$ cat config.mk
export PLATFORM = sky130hd
export DESIGN_NAME = bsc_switchover_ctrl
export DESIGN_NICKNAME = d
export VERILOG_FILES = /design/src/logic/bsc_pkg.sv /design/src/logic/bsc_policy_if.sv /design/src/logic/bsc_policy_dec.sv /design/src/logic/bsc_switchover_ctrl.sv /design/src/logic/bsc_sync.sv
export VERILOG_INCLUDE_DIRS = /design/src /design/src/logic
export SDC_FILE = /design/constraint.sdc
export NUM_CORES = 1
export LEC_CHECK = 0
export BUFFER_PORTS_ARGS = -buffer_cell sky130_fd_sc_hd__buf_2
export CAP_MARGIN = 20
export CELL_PAD_IN_SITES_DETAIL_PLACEMENT = 0
export CELL_PAD_IN_SITES_GLOBAL_PLACEMENT = 1
export CORE_MARGIN = 8
export CORE_UTILIZATION = 30
export CTS_CLUSTER_DIAMETER = 200
export CTS_CLUSTER_SIZE = 20
export DETAILED_ROUTE_END_ITERATION = 7
export PLACE_DENSITY_LB_ADDON = 0.1
export SYNTH_ARGS = -nofsm -noshare
export SYNTH_HDL_FRONTEND = slang
export SYNTH_SLANG_ARGS = --single-unit
$ cat constraint.sdc
create_clock -name clk -period 1.8 [get_ports clk]
set_input_delay 0 -clock clk [delete_from_list [all_inputs] [get_ports clk]]
set_output_delay 0 -clock clk [all_outputs]
set_load 0.02 [all_outputs]
$ cat src/logic/bsc_consts.svh
/*
  Constants of the battery switch-over control: register offsets, field
  positions, reset values, policy codes and timestamp set.
  Assumes inclusion by bare name from design files of this block.
*/
`ifndef BSC_CONSTS_SVH
`define BSC_CONSTS_SVH

// register port widths
`define BSC_ADDR_W 4
`define BSC_DATA_W 8

// register offsets
`define BSC_REG_CTRL 4'h0
`define BSC_REG_STATUS 4'h1
`define BSC_REG_IRQ_STAT 4'h2
`define BSC_REG_IRQ_MASK 4'h3

// control register fields
`define BSC_CTRL_POLICY_LSB 0
`define BSC_CTRL_POLICY_MSB 2
`define BSC_CTRL_SW_IRQ_EN 3
`define BSC_CTRL_STAMP_EN 4
`define BSC_CTRL_LOW_IRQ_EN 5

// status register fields
`define BSC_STAT_SWITCH_FLAG 0
`define BSC_STAT_LOW_FLAG 1
`define BSC_STAT_ON_BATTERY 2
`define BSC_STAT_LOW_DET_EN 3

// interrupt status and mask fields
`define BSC_IRQ_SWITCH 0
`define BSC_IRQ_LOW 1
`define BSC_IRQ_RETURN 2
`define BSC_IRQ_W 3

// reset values
`define BSC_POLICY_RST 3'h7
`define BSC_IRQ_MASK_RST 3'h0

// policy field codes
`define BSC_PM_STD_LOW 3'h0
`define BSC_PM_STD_A 3'h1
`define BSC_PM_STD_B 3'h2
`define BSC_PM_DIR_LOW 3'h3
`define BSC_PM_DIR_A 3'h4
`define BSC_PM_DIR_B 3'h5
`define BSC_PM_OFF_A 3'h6
`define BSC_PM_OFF_B 3'h7

// timestamp set selected by a switch to battery
`define BSC_STAMP_SET 3'h4

`endif

$ cat src/logic/bsc_pkg.sv
/*
  Types of the battery switch-over control.
  Assumes nothing of its surroundings.
*/
package bsc_pkg;

  // switch-over mode decoded from the policy field
  typedef enum logic [1:0] {
    MODE_STANDARD = 2'b00,
    MODE_DIRECT = 2'b01,
    MODE_OFF = 2'b10
  } bsc_mode_t;

  // which supply feeds the internal rail
  typedef enum logic {
    SUP_MAIN = 1'b0,
    SUP_BATTERY = 1'b1
  } bsc_supply_t;

endpackage : bsc_pkg

$ cat src/logic/bsc_policy_if.sv
/*
  Carries the policy field to its decoder and the decoded mode back.
  Assumes one clock domain; purely combinational content.
*/
`timescale 1ns/100ps
`default_nettype none

interface bsc_policy_if;
  logic [2:0] supplyPolicyField;
  bsc_pkg::bsc_mode_t mode;
  logic lowDetectEnable;

  modport dec (input supplyPolicyField, output mode, output lowDetectEnable);
  modport top (output supplyPolicyField, input mode, input lowDetectEnable);
endinterface : bsc_policy_if

`default_nettype wire

$ cat src/logic/bsc_policy_dec.sv
/*
  Decodes the three-bit supply policy field into switch-over mode and
  low-detect enable. Assumes the field is a stable register output.
*/
`timescale 1ns/100ps
`default_nettype none

`include "bsc_consts.svh"

module bsc_policy_dec (
  bsc_policy_if.dec pol  // field in, mode and low-detect enable out
);

  // RQ1 field to mode
  always_comb begin
    unique case (pol.supplyPolicyField)
      `BSC_PM_STD_LOW, `BSC_PM_STD_A, `BSC_PM_STD_B:
        pol.mode = bsc_pkg::MODE_STANDARD;
      `BSC_PM_DIR_LOW, `BSC_PM_DIR_A, `BSC_PM_DIR_B:
        pol.mode = bsc_pkg::MODE_DIRECT;
      `BSC_PM_OFF_A, `BSC_PM_OFF_B:
        pol.mode = bsc_pkg::MODE_OFF;
    endcase
  end

  // RQ2 low detect only on two codes
  assign pol.lowDetectEnable =
    (pol.supplyPolicyField == `BSC_PM_STD_LOW) ||
    (pol.supplyPolicyField == `BSC_PM_DIR_LOW);

endmodule : bsc_policy_dec

`default_nettype wire

$ cat src/logic/bsc_switchover_ctrl.sv
/*
  Battery switch-over control: supply selection from synchronised
  comparator levels, switch and battery-low flags, event interrupt,
  timestamp trigger, and gating of the host port and square wave while
  running from the battery.
  Assumes comparators are asynchronous to clk, the square wave source and
  the host register port run on clk, and rst_n is synchronous, low.
*/
// Operation
// RQ1: policy field selects standard, direct or off
// RQ2: low detect only for codes 000, 011
// RQ3: reset policy disables switch-over and low detect
// RQ4: standard mode fails on both comparators low
// RQ5: direct mode fails on supply below battery
// RQ6: switch to battery sets switch flag
// RQ7: switch interrupt only when its enable set
// RQ8: switch with stamp enable triggers capture four
// RQ9: switch flag sticky until host clears it
// RQ10: on battery ignore host, stop square wave
// RQ11: on battery host outputs go high-impedance
// RQ12: switch-over off keeps main, flag zero
// RQ13: low detect sets low flag when battery low
// RQ14: low check continues while on battery
// RQ15: low interrupt only when its enable set
// RQ16: low flag host-clear ignored, auto-clears
// RQ17: flag sets on rising selection, write 0 clears
// RQ18: comparators pass synchroniser before use
`timescale 1ns/100ps
`default_nettype none

`include "bsc_consts.svh"

module bsc_switchover_ctrl (
  input wire logic clk,                        // block clock, 40 MHz
  input wire logic rst_n,                      // synchronous reset, low
  input wire logic [`BSC_ADDR_W-1:0] regAddr,  // register address
  input wire logic [`BSC_DATA_W-1:0] regWdata, // register write data
  input wire logic regWr,                      // write strobe
  input wire logic regRd,                      // read strobe
  output logic [`BSC_DATA_W-1:0] regRdata,     // read data, next cycle
  output logic regRdataOe,                     // read data drive enable
  input wire logic vddBelowBatAsync,           // main below battery
  input wire logic vddBelowThrAsync,           // main below threshold
  input wire logic batLowAsync,                // battery below low level
  input wire logic squareWaveIn,               // divided clock source
  output logic squareWaveOut,                  // square wave pin value
  output logic squareWaveOe,                   // square wave drive enable
  output logic backedSupplySel,                // 1: rail on battery
  output logic thresholdMonEn,                 // threshold comparator on
  output logic lowDetectEn,                    // low comparator on
  output logic stampCapture,                   // capture pulse
  output logic [2:0] stampSet,                 // set for the capture
  output logic irqOut                          // level interrupt
);

  // ---- synchronised comparator levels
  logic vddBelowBat;
  logic vddBelowThr;
  logic batLow;

  // RQ18 synchronise each comparator
  bsc_sync syncBelowBat (
    .clk(clk),
    .rst_n(rst_n),
    .asyncIn(vddBelowBatAsync),
    .level(vddBelowBat)
  );

  bsc_sync syncBelowThr (
    .clk(clk),
    .rst_n(rst_n),
    .asyncIn(vddBelowThrAsync),
    .level(vddBelowThr)
  );

  bsc_sync syncBatLow (
    .clk(clk),
    .rst_n(rst_n),
    .asyncIn(batLowAsync),
    .level(batLow)
  );

  // ---- control register state
  logic [2:0] supplyPolicyField_q;
  logic batterySwitchIrqEnable_q;
  logic batterySwitchStampEnable_q;
  logic batteryLowIrqEnable_q;
  logic [`BSC_IRQ_W-1:0] irqMask_q;

  // ---- flags, supply state, interrupt status
  bsc_pkg::bsc_supply_t supState_q;
  bsc_pkg::bsc_supply_t supState_d;
  logic batterySwitchFlag_q;
  logic batteryLowFlag_q;
  logic [`BSC_IRQ_W-1:0] irqStat_q;
  logic [`BSC_IRQ_W-1:0] irqSet;

  // ---- output registers
  logic [`BSC_DATA_W-1:0] regRdata_q;
  logic regRdataOe_q;
  logic squareWaveOut_q;
  logic squareWaveOe_q;
  logic thresholdMonEn_q;
  logic lowDetectEn_q;
  logic stampCapture_q;
  logic irqOut_q;

  // ---- policy decoder
  bsc_policy_if pol ();
  bsc_pkg::bsc_mode_t mode;
  logic lowDetEnable;

  assign pol.supplyPolicyField = supplyPolicyField_q;
  assign mode = pol.mode;
  assign lowDetEnable = pol.lowDetectEnable;

  bsc_policy_dec policyDec (
    .pol(pol.dec)
  );

  // ---- host access, gated while on battery
  logic hostEnabled;
  logic wrEn;
  logic rdEn;

  // RQ10 host strobes ignored on battery
  assign hostEnabled = (supState_q == bsc_pkg::SUP_MAIN);
  assign wrEn = regWr && hostEnabled;
  assign rdEn = regRd && hostEnabled;

  // ---- supply failure decision
  logic supplyFail;

  // failure condition per mode
  always_comb begin
    unique case (mode)
      // RQ4 both comparators must agree
      bsc_pkg::MODE_STANDARD: supplyFail = vddBelowBat && vddBelowThr;
      // RQ5 threshold comparison not consulted
      bsc_pkg::MODE_DIRECT: supplyFail = vddBelowBat;
      // RQ12 never fail over when off
      bsc_pkg::MODE_OFF: supplyFail = 1'b0;
      default: supplyFail = 1'b0;
    endcase
  end

  // ---- supply state machine
  always_comb begin
    supState_d = supState_q;
    unique case (supState_q)
      bsc_pkg::SUP_MAIN: begin
        if (supplyFail) begin
          supState_d = bsc_pkg::SUP_BATTERY;
        end
      end
      bsc_pkg::SUP_BATTERY: begin
        if (!supplyFail) begin
          supState_d = bsc_pkg::SUP_MAIN;
        end
      end
    endcase
  end

  always_ff @(posedge clk) begin
    if (!rst_n) begin
      supState_q <= bsc_pkg::SUP_MAIN;
    end else begin
      supState_q <= supState_d;
    end
  end

  // ---- switch and return events
  logic switchEvent;
  logic returnEvent;

  // RQ17 only the main-to-battery edge
  assign switchEvent = (supState_q == bsc_pkg::SUP_MAIN) &&
                       (supState_d == bsc_pkg::SUP_BATTERY);
  assign returnEvent = (supState_q == bsc_pkg::SUP_BATTERY) &&
                       (supState_d == bsc_pkg::SUP_MAIN);

  // ---- control register writes
  always_ff @(posedge clk) begin
    if (!rst_n) begin
      // RQ3 reset code disables switch-over
      supplyPolicyField_q <= `BSC_POLICY_RST;
      batterySwitchIrqEnable_q <= 1'b0;
      batterySwitchStampEnable_q <= 1'b0;
      batteryLowIrqEnable_q <= 1'b0;
    end else if (wrEn && regAddr == `BSC_REG_CTRL) begin
      supplyPolicyField_q <=
        regWdata[`BSC_CTRL_POLICY_MSB:`BSC_CTRL_POLICY_LSB];
      batterySwitchIrqEnable_q <= regWdata[`BSC_CTRL_SW_IRQ_EN];
      batterySwitchStampEnable_q <= regWdata[`BSC_CTRL_STAMP_EN];
      batteryLowIrqEnable_q <= regWdata[`BSC_CTRL_LOW_IRQ_EN];
    end
  end

  // ---- interrupt mask register
  always_ff @(posedge clk) begin
    if (!rst_n) begin
      irqMask_q <= `BSC_IRQ_MASK_RST;
    end else if (wrEn && regAddr == `BSC_REG_IRQ_MASK) begin
      irqMask_q <= regWdata[`BSC_IRQ_W-1:0];
    end
  end

  // ---- battery switch flag
  logic switchFlagClear;

  // RQ17 write of zero clears, one ignored
  assign switchFlagClear = wrEn && (regAddr == `BSC_REG_STATUS) &&
                           !regWdata[`BSC_STAT_SWITCH_FLAG];

  always_ff @(posedge clk) begin
    if (!rst_n) begin
      batterySwitchFlag_q <= 1'b0;
    end else if (mode == bsc_pkg::MODE_OFF) begin
      // RQ12 flag held at zero
      batterySwitchFlag_q <= 1'b0;
    end else if (switchEvent) begin
      // RQ6 set on switch, wins over clear
      batterySwitchFlag_q <= 1'b1;
    end else if (switchFlagClear) begin
      // RQ9 sticky until host clears
      batterySwitchFlag_q <= 1'b0;
    end
  end

  // ---- battery low flag
  // RQ13 set while enabled and low
  // RQ14 evaluated on either supply
  // RQ16 no host clear, follows comparator
  always_ff @(posedge clk) begin
    if (!rst_n) begin
      batteryLowFlag_q <= 1'b0;
    end else begin
      batteryLowFlag_q <= lowDetEnable && batLow;
    end
  end

  // ---- interrupt status sources
  always_comb begin
    irqSet = '0;
    // RQ7 switch interrupt gated by enable
    // RQ9 re-asserts while flag stays set
    irqSet[`BSC_IRQ_SWITCH] = batterySwitchFlag_q &&
                              batterySwitchIrqEnable_q;
    // RQ15 low interrupt gated by enable
    irqSet[`BSC_IRQ_LOW] = batteryLowFlag_q && batteryLowIrqEnable_q;
    irqSet[`BSC_IRQ_RETURN] = returnEvent;
  end

  // sticky status, read clears, set wins
  always_ff @(posedge clk) begin
    if (!rst_n) begin
      irqStat_q <= '0;
    end else if (rdEn && regAddr == `BSC_REG_IRQ_STAT) begin
      irqStat_q <= irqSet;
    end else begin
      irqStat_q <= irqStat_q | irqSet;
    end
  end

  // level interrupt from unmasked status
  always_ff @(posedge clk) begin
    if (!rst_n) begin
      irqOut_q <= 1'b0;
    end else begin
      irqOut_q <= |(irqStat_q & irqMask_q);
    end
  end

  // ---- timestamp trigger
  // RQ8 capture pulse on switch when enabled
  always_ff @(posedge clk) begin
    if (!rst_n) begin
      stampCapture_q <= 1'b0;
    end else begin
      stampCapture_q <= switchEvent && batterySwitchStampEnable_q;
    end
  end

  // ---- read data mux
  logic [`BSC_DATA_W-1:0] rdMux;

  always_comb begin
    rdMux = '0;
    unique case (regAddr)
      `BSC_REG_CTRL: begin
        rdMux[`BSC_CTRL_POLICY_MSB:`BSC_CTRL_POLICY_LSB] =
          supplyPolicyField_q;
        rdMux[`BSC_CTRL_SW_IRQ_EN] = batterySwitchIrqEnable_q;
        rdMux[`BSC_CTRL_STAMP_EN] = batterySwitchStampEnable_q;
        rdMux[`BSC_CTRL_LOW_IRQ_EN] = batteryLowIrqEnable_q;
      end
      `BSC_REG_STATUS: begin
        rdMux[`BSC_STAT_SWITCH_FLAG] = batterySwitchFlag_q;
        rdMux[`BSC_STAT_LOW_FLAG] = batteryLowFlag_q;
        rdMux[`BSC_STAT_ON_BATTERY] = (supState_q == bsc_pkg::SUP_BATTERY);
        rdMux[`BSC_STAT_LOW_DET_EN] = lowDetEnable;
      end
      `BSC_REG_IRQ_STAT: rdMux[`BSC_IRQ_W-1:0] = irqStat_q;
      `BSC_REG_IRQ_MASK: rdMux[`BSC_IRQ_W-1:0] = irqMask_q;
      default: rdMux = '0;
    endcase
  end

  // read data stands only in the cycle after the strobe
  always_ff @(posedge clk) begin
    if (!rst_n) begin
      regRdata_q <= '0;
    end else if (rdEn) begin
      regRdata_q <= rdMux;
    end else begin
      regRdata_q <= '0;
    end
  end

  // RQ11 release host outputs on battery
  always_ff @(posedge clk) begin
    if (!rst_n) begin
      regRdataOe_q <= 1'b1;
    end else begin
      regRdataOe_q <= (supState_d == bsc_pkg::SUP_MAIN);
    end
  end

  // RQ10 square wave off on battery
  always_ff @(posedge clk) begin
    if (!rst_n) begin
      squareWaveOut_q <= 1'b0;
      squareWaveOe_q <= 1'b1;
    end else if (supState_d == bsc_pkg::SUP_BATTERY) begin
      squareWaveOut_q <= 1'b0;
      squareWaveOe_q <= 1'b0;
    end else begin
      squareWaveOut_q <= squareWaveIn;
      squareWaveOe_q <= 1'b1;
    end
  end

  // RQ5 threshold monitor only in standard mode
  always_ff @(posedge clk) begin
    if (!rst_n) begin
      thresholdMonEn_q <= 1'b0;
      lowDetectEn_q <= 1'b0;
    end else begin
      thresholdMonEn_q <= (mode == bsc_pkg::MODE_STANDARD);
      lowDetectEn_q <= lowDetEnable;
    end
  end

  // ---- outputs
  assign regRdata = regRdata_q;
  assign regRdataOe = regRdataOe_q;
  assign squareWaveOut = squareWaveOut_q;
  assign squareWaveOe = squareWaveOe_q;
  assign backedSupplySel = supState_q;
  assign thresholdMonEn = thresholdMonEn_q;
  assign lowDetectEn = lowDetectEn_q;
  assign stampCapture = stampCapture_q;
  assign stampSet = `BSC_STAMP_SET;
  assign irqOut = irqOut_q;

endmodule : bsc_switchover_ctrl

`default_nettype wire

$ cat src/logic/bsc_sync.sv
/*
  Three-stage synchroniser for one asynchronous comparator output.
  A new level is taken once the second and third stages agree.
  Assumes clk is the block clock and rst_n a synchronous low reset.
*/
`timescale 1ns/100ps
`default_nettype none

module bsc_sync (
  input wire logic clk,      // block clock
  input wire logic rst_n,    // synchronous reset, low
  input wire logic asyncIn,  // comparator output, unsynchronised
  output logic level         // filtered synchronous level
);

  logic stage1_q;
  logic stage2_q;
  logic stage3_q;
  logic level_q;

  // RQ18 three flops in chain
  always_ff @(posedge clk) begin
    if (!rst_n) begin
      stage1_q <= 1'b0;
      stage2_q <= 1'b0;
      stage3_q <= 1'b0;
    end else begin
      stage1_q <= asyncIn;
      stage2_q <= stage1_q;
      stage3_q <= stage2_q;
    end
  end

  // accept a change only when stages two and three agree
  always_ff @(posedge clk) begin
    if (!rst_n) begin
      level_q <= 1'b0;
    end else if (stage2_q == stage3_q) begin
      level_q <= stage3_q;
    end
  end

  assign level = level_q;

endmodule : bsc_sync

`default_nettype wire

==> flow_summary.toml <==
[synth]
yosys-top-cells-area = "dfxtp_1 52%, o21ai_0 4.1%, and2_1 4.0%"
synth_seq_area_share_pct = 52.3
synth_top_area_cell = "dfxtp_1"
syn_avg_cell_area_sq_um = 9.81
netlist.area_leader.share_pct = 52.3
ys_warn_count = 0
ys_ff_latch = 41
yosys.cell_types.count = 38
synth_edf_count = 0
syn_area_sq_um = 1570
async_reset_ff_share_pct = 0
ys.flop_type = "dfxtp_1"
synthCells = 160

[global_routing]
grt_pass1_vias = 1203
antenna_found_initial = 0
overflow = 0
grt_usage_pct = 10.1
grt_max_degree = 23
grt_first_pass_wirelength_mm = 6.02

[timing]
worst_pin_slew_ns = 0.523
slew_headroom_pct = 64.7
clock.fmax_mhz = 664
timing.clock.skew_ns = 0.00392
grt_setup_unrepaired = "false"
hold_viol_final = 0
period_share_pct = 83.7
fin_setup_tns_ns = 0
layout_min_cycle_time_ns = 1.51
slew_viol_final = 0
setup_violations = 0

[route]
antenna_left = 0
wire_per_inst_um = 13.6
drt-initial-drc-count = 83
drt_wl_total_mm = 3.71
drt-vias-per-instance = 4.69
drc = 0
dr_total_vias = 1276
drtPass1Iterations = 5

[final_layout]
area_growth_pct = 26.1
drive_above_1_share_pct = 24.3
fin_nets = 221
final_util_pct = 39.0
diodes = 0

[setup_path]
cp.required_ns = 1.96
worstPathArrival_ns = 1.67
rr_worst_depth = 4
critPathKind = "reg2reg"
r2r-start = "backedSupplySel"
reg2reg_to = "irqStat_q[0]"
cp_max_fo = 8
critPathLaunchType = "flip-flop"
rrSetupSlack_ns = 0.29
crit_path_end_kind = "flip-flop"

[pwr]
ir_drop_mv = 0.332
p_per_area_nw_per_um2 = 909
leakagePower_nw = 0.793

[status]
outcome = "completed"

[die]
fp.dieW_um = 88.3
ios = 39
initial_core_util_pct = 30.9
die_y_um = 88.3
rows = 26
die-area_sq_um = 7800
design.core.area_sq_um = 5070

[clocking]
cts_max_path_buffers = 2
cts-root-buf = "clkbuf_8"
cts_tree = "done"
path_clk_slew_ns = 0.08
numCtsBuffers = 5
insertion_delay_ns = 0.29
cts-resized-gates = 0
htreeDepth = 2
clkSinkCount = 41

[placement]
portBuffers = 31
gp_congestion = 0.739
dpl.hpwl_mm = 2.73

[worst_hold_path]
min_path_cells = 4
hp-class = "in2reg"
worstHoldEndpoint = "regRdata[4]"
hold_start = "regAddr[2]"

[run]
cap_violations = 0
## through the flow
step                      instance area [sq um]  hold WS (ns)  std cells  worst slack (ns)  power [W]
final                                      1980        0.0818        272             0.294    0.00180
after global routing                       1980        0.0877        272             0.177    0.00189
after CTS                                  1980        0.0630        272             0.264    0.00183
after detailed placement                   1770         0.208        254             0.277    0.00107
after global placement                     1770         0.205        254             0.308    0.00107
after floorplan                            1580         0.127        163             0.306    0.00103
## critical path, cell delays in order, from the launching register on
cell     delay [ns]
dfxtp_1        0.32
buf_4          0.16
or4b_1         0.60
o21ai_0        0.22
a21oi_1        0.08
## cells in the mapped netlist, drive strengths merged (4+ instances only)
cell type and n:
a21oi 12, buf 10, nand4 4, o21ai 17, dfxtp 41, inv 8, nor3 4, nand2 8
nand3 10, nor2 4, and2 10
## logic make-up after synthesis
family / synth area share (%)
multiplexers: 5.18
AND/OR/NAND/NOR: 20.2
buffers and inverters: 7.09
flip-flops: 52.3
other: 0.478
AO/OA/AOI/OAI: 14.2
XOR/XNOR: 0.558
## state kept, by name (all words and copies together) (netlist names), 2 cells and up
register               cells
pol.supplyPolicyField      3
policyDec.pol.mode         2
irqMask_q                  3
regRdata                   6
irqStat_q                  3
## layer usage
metal	GRT usage [%]	wire (um)	part of all wire [%]	vias up
met5	0	0	0	-
met4	4.61	35	0.94	0
met3	3.71	261	7.0	4
met2	14.8	1690	45	28
met1	12.8	1730	47	606
li1	-	-	-	638
## report_power, final
part / internal (W) / total [W] / switching, W / leakage (nW)
Combinational: 0.0000576 / 0.000131 / 0.0000736 / 0.406
Sequential: 0.000922 / 0.000930 / 0.00000851 / 0.333
Clock: 0.000415 / 0.000739 / 0.000324 / 0.0543
## layout make-up
cell class | count | area (sq um)
sequential | 41 | 821
tap | 70 | 87.6
timing repair buffer | 44 | 278
inverter | 8 | 30.0
multi-input combinational | 101 | 649
clock inverter | 3 | 46.3
clock buffer | 5 | 68.8
fill | 515 | 3090
## placed cells by master, fill, tap and decap left out, types with 2 or more instances in the layout
master | synthesis | layout
a21oi_1 | 12 | 12
and2_1 | 10 | 10
nand2_1 | 8 | 8
buf_2 | 2 | 31
o21ai_1 | 4 | 4
clkbuf_8 | 0 | 5
conb_1 | 2 | 5
buf_4 | 6 | 3
nand3b_1 | 2 | 2
nand3_1 | 10 | 10
mux4_2 | 2 | 2
o21ai_0 | 13 | 13
nand2b_1 | 2 | 2
and3_1 | 3 | 3
o41ai_1 | 2 | 2
dfxtp_1 | 41 | 41
dlygate4sd3_1 | 0 | 10
nor2_1 | 4 | 4
nand4_1 | 4 | 4
inv_1 | 8 | 8
nor3_1 | 4 | 4
## worst max-delay path by stage
| stage | startpoint | endpoint | slack, ns |
|---|---|---|---|
| 5_1_grt | backedSupplySel | irqStat_q[0] | 0.18 |
| 3_5_place_dp | backedSupplySel | batterySwitchFlag_q | 0.28 |
| 2_1_floorplan | backedSupplySel | policyDec.pol.mode[1] | 0.31 |
| 3_3_place_gp | backedSupplySel | batterySwitchFlag_q | 0.31 |
| 6_report | backedSupplySel | irqStat_q[0] | 0.29 |
| 4_1_cts | backedSupplySel | batterySwitchFlag_q | 0.26 |
## timing repair
| item | 4_1_cts | 5_1_grt |
|---|---|---|
| setup buffers | 0 | 0 |
| hold endpoints to repair | 10 | 0 |
| hold buffers | 10 | 0 |
No activity file was read; power rests on OpenSTA's default activity.
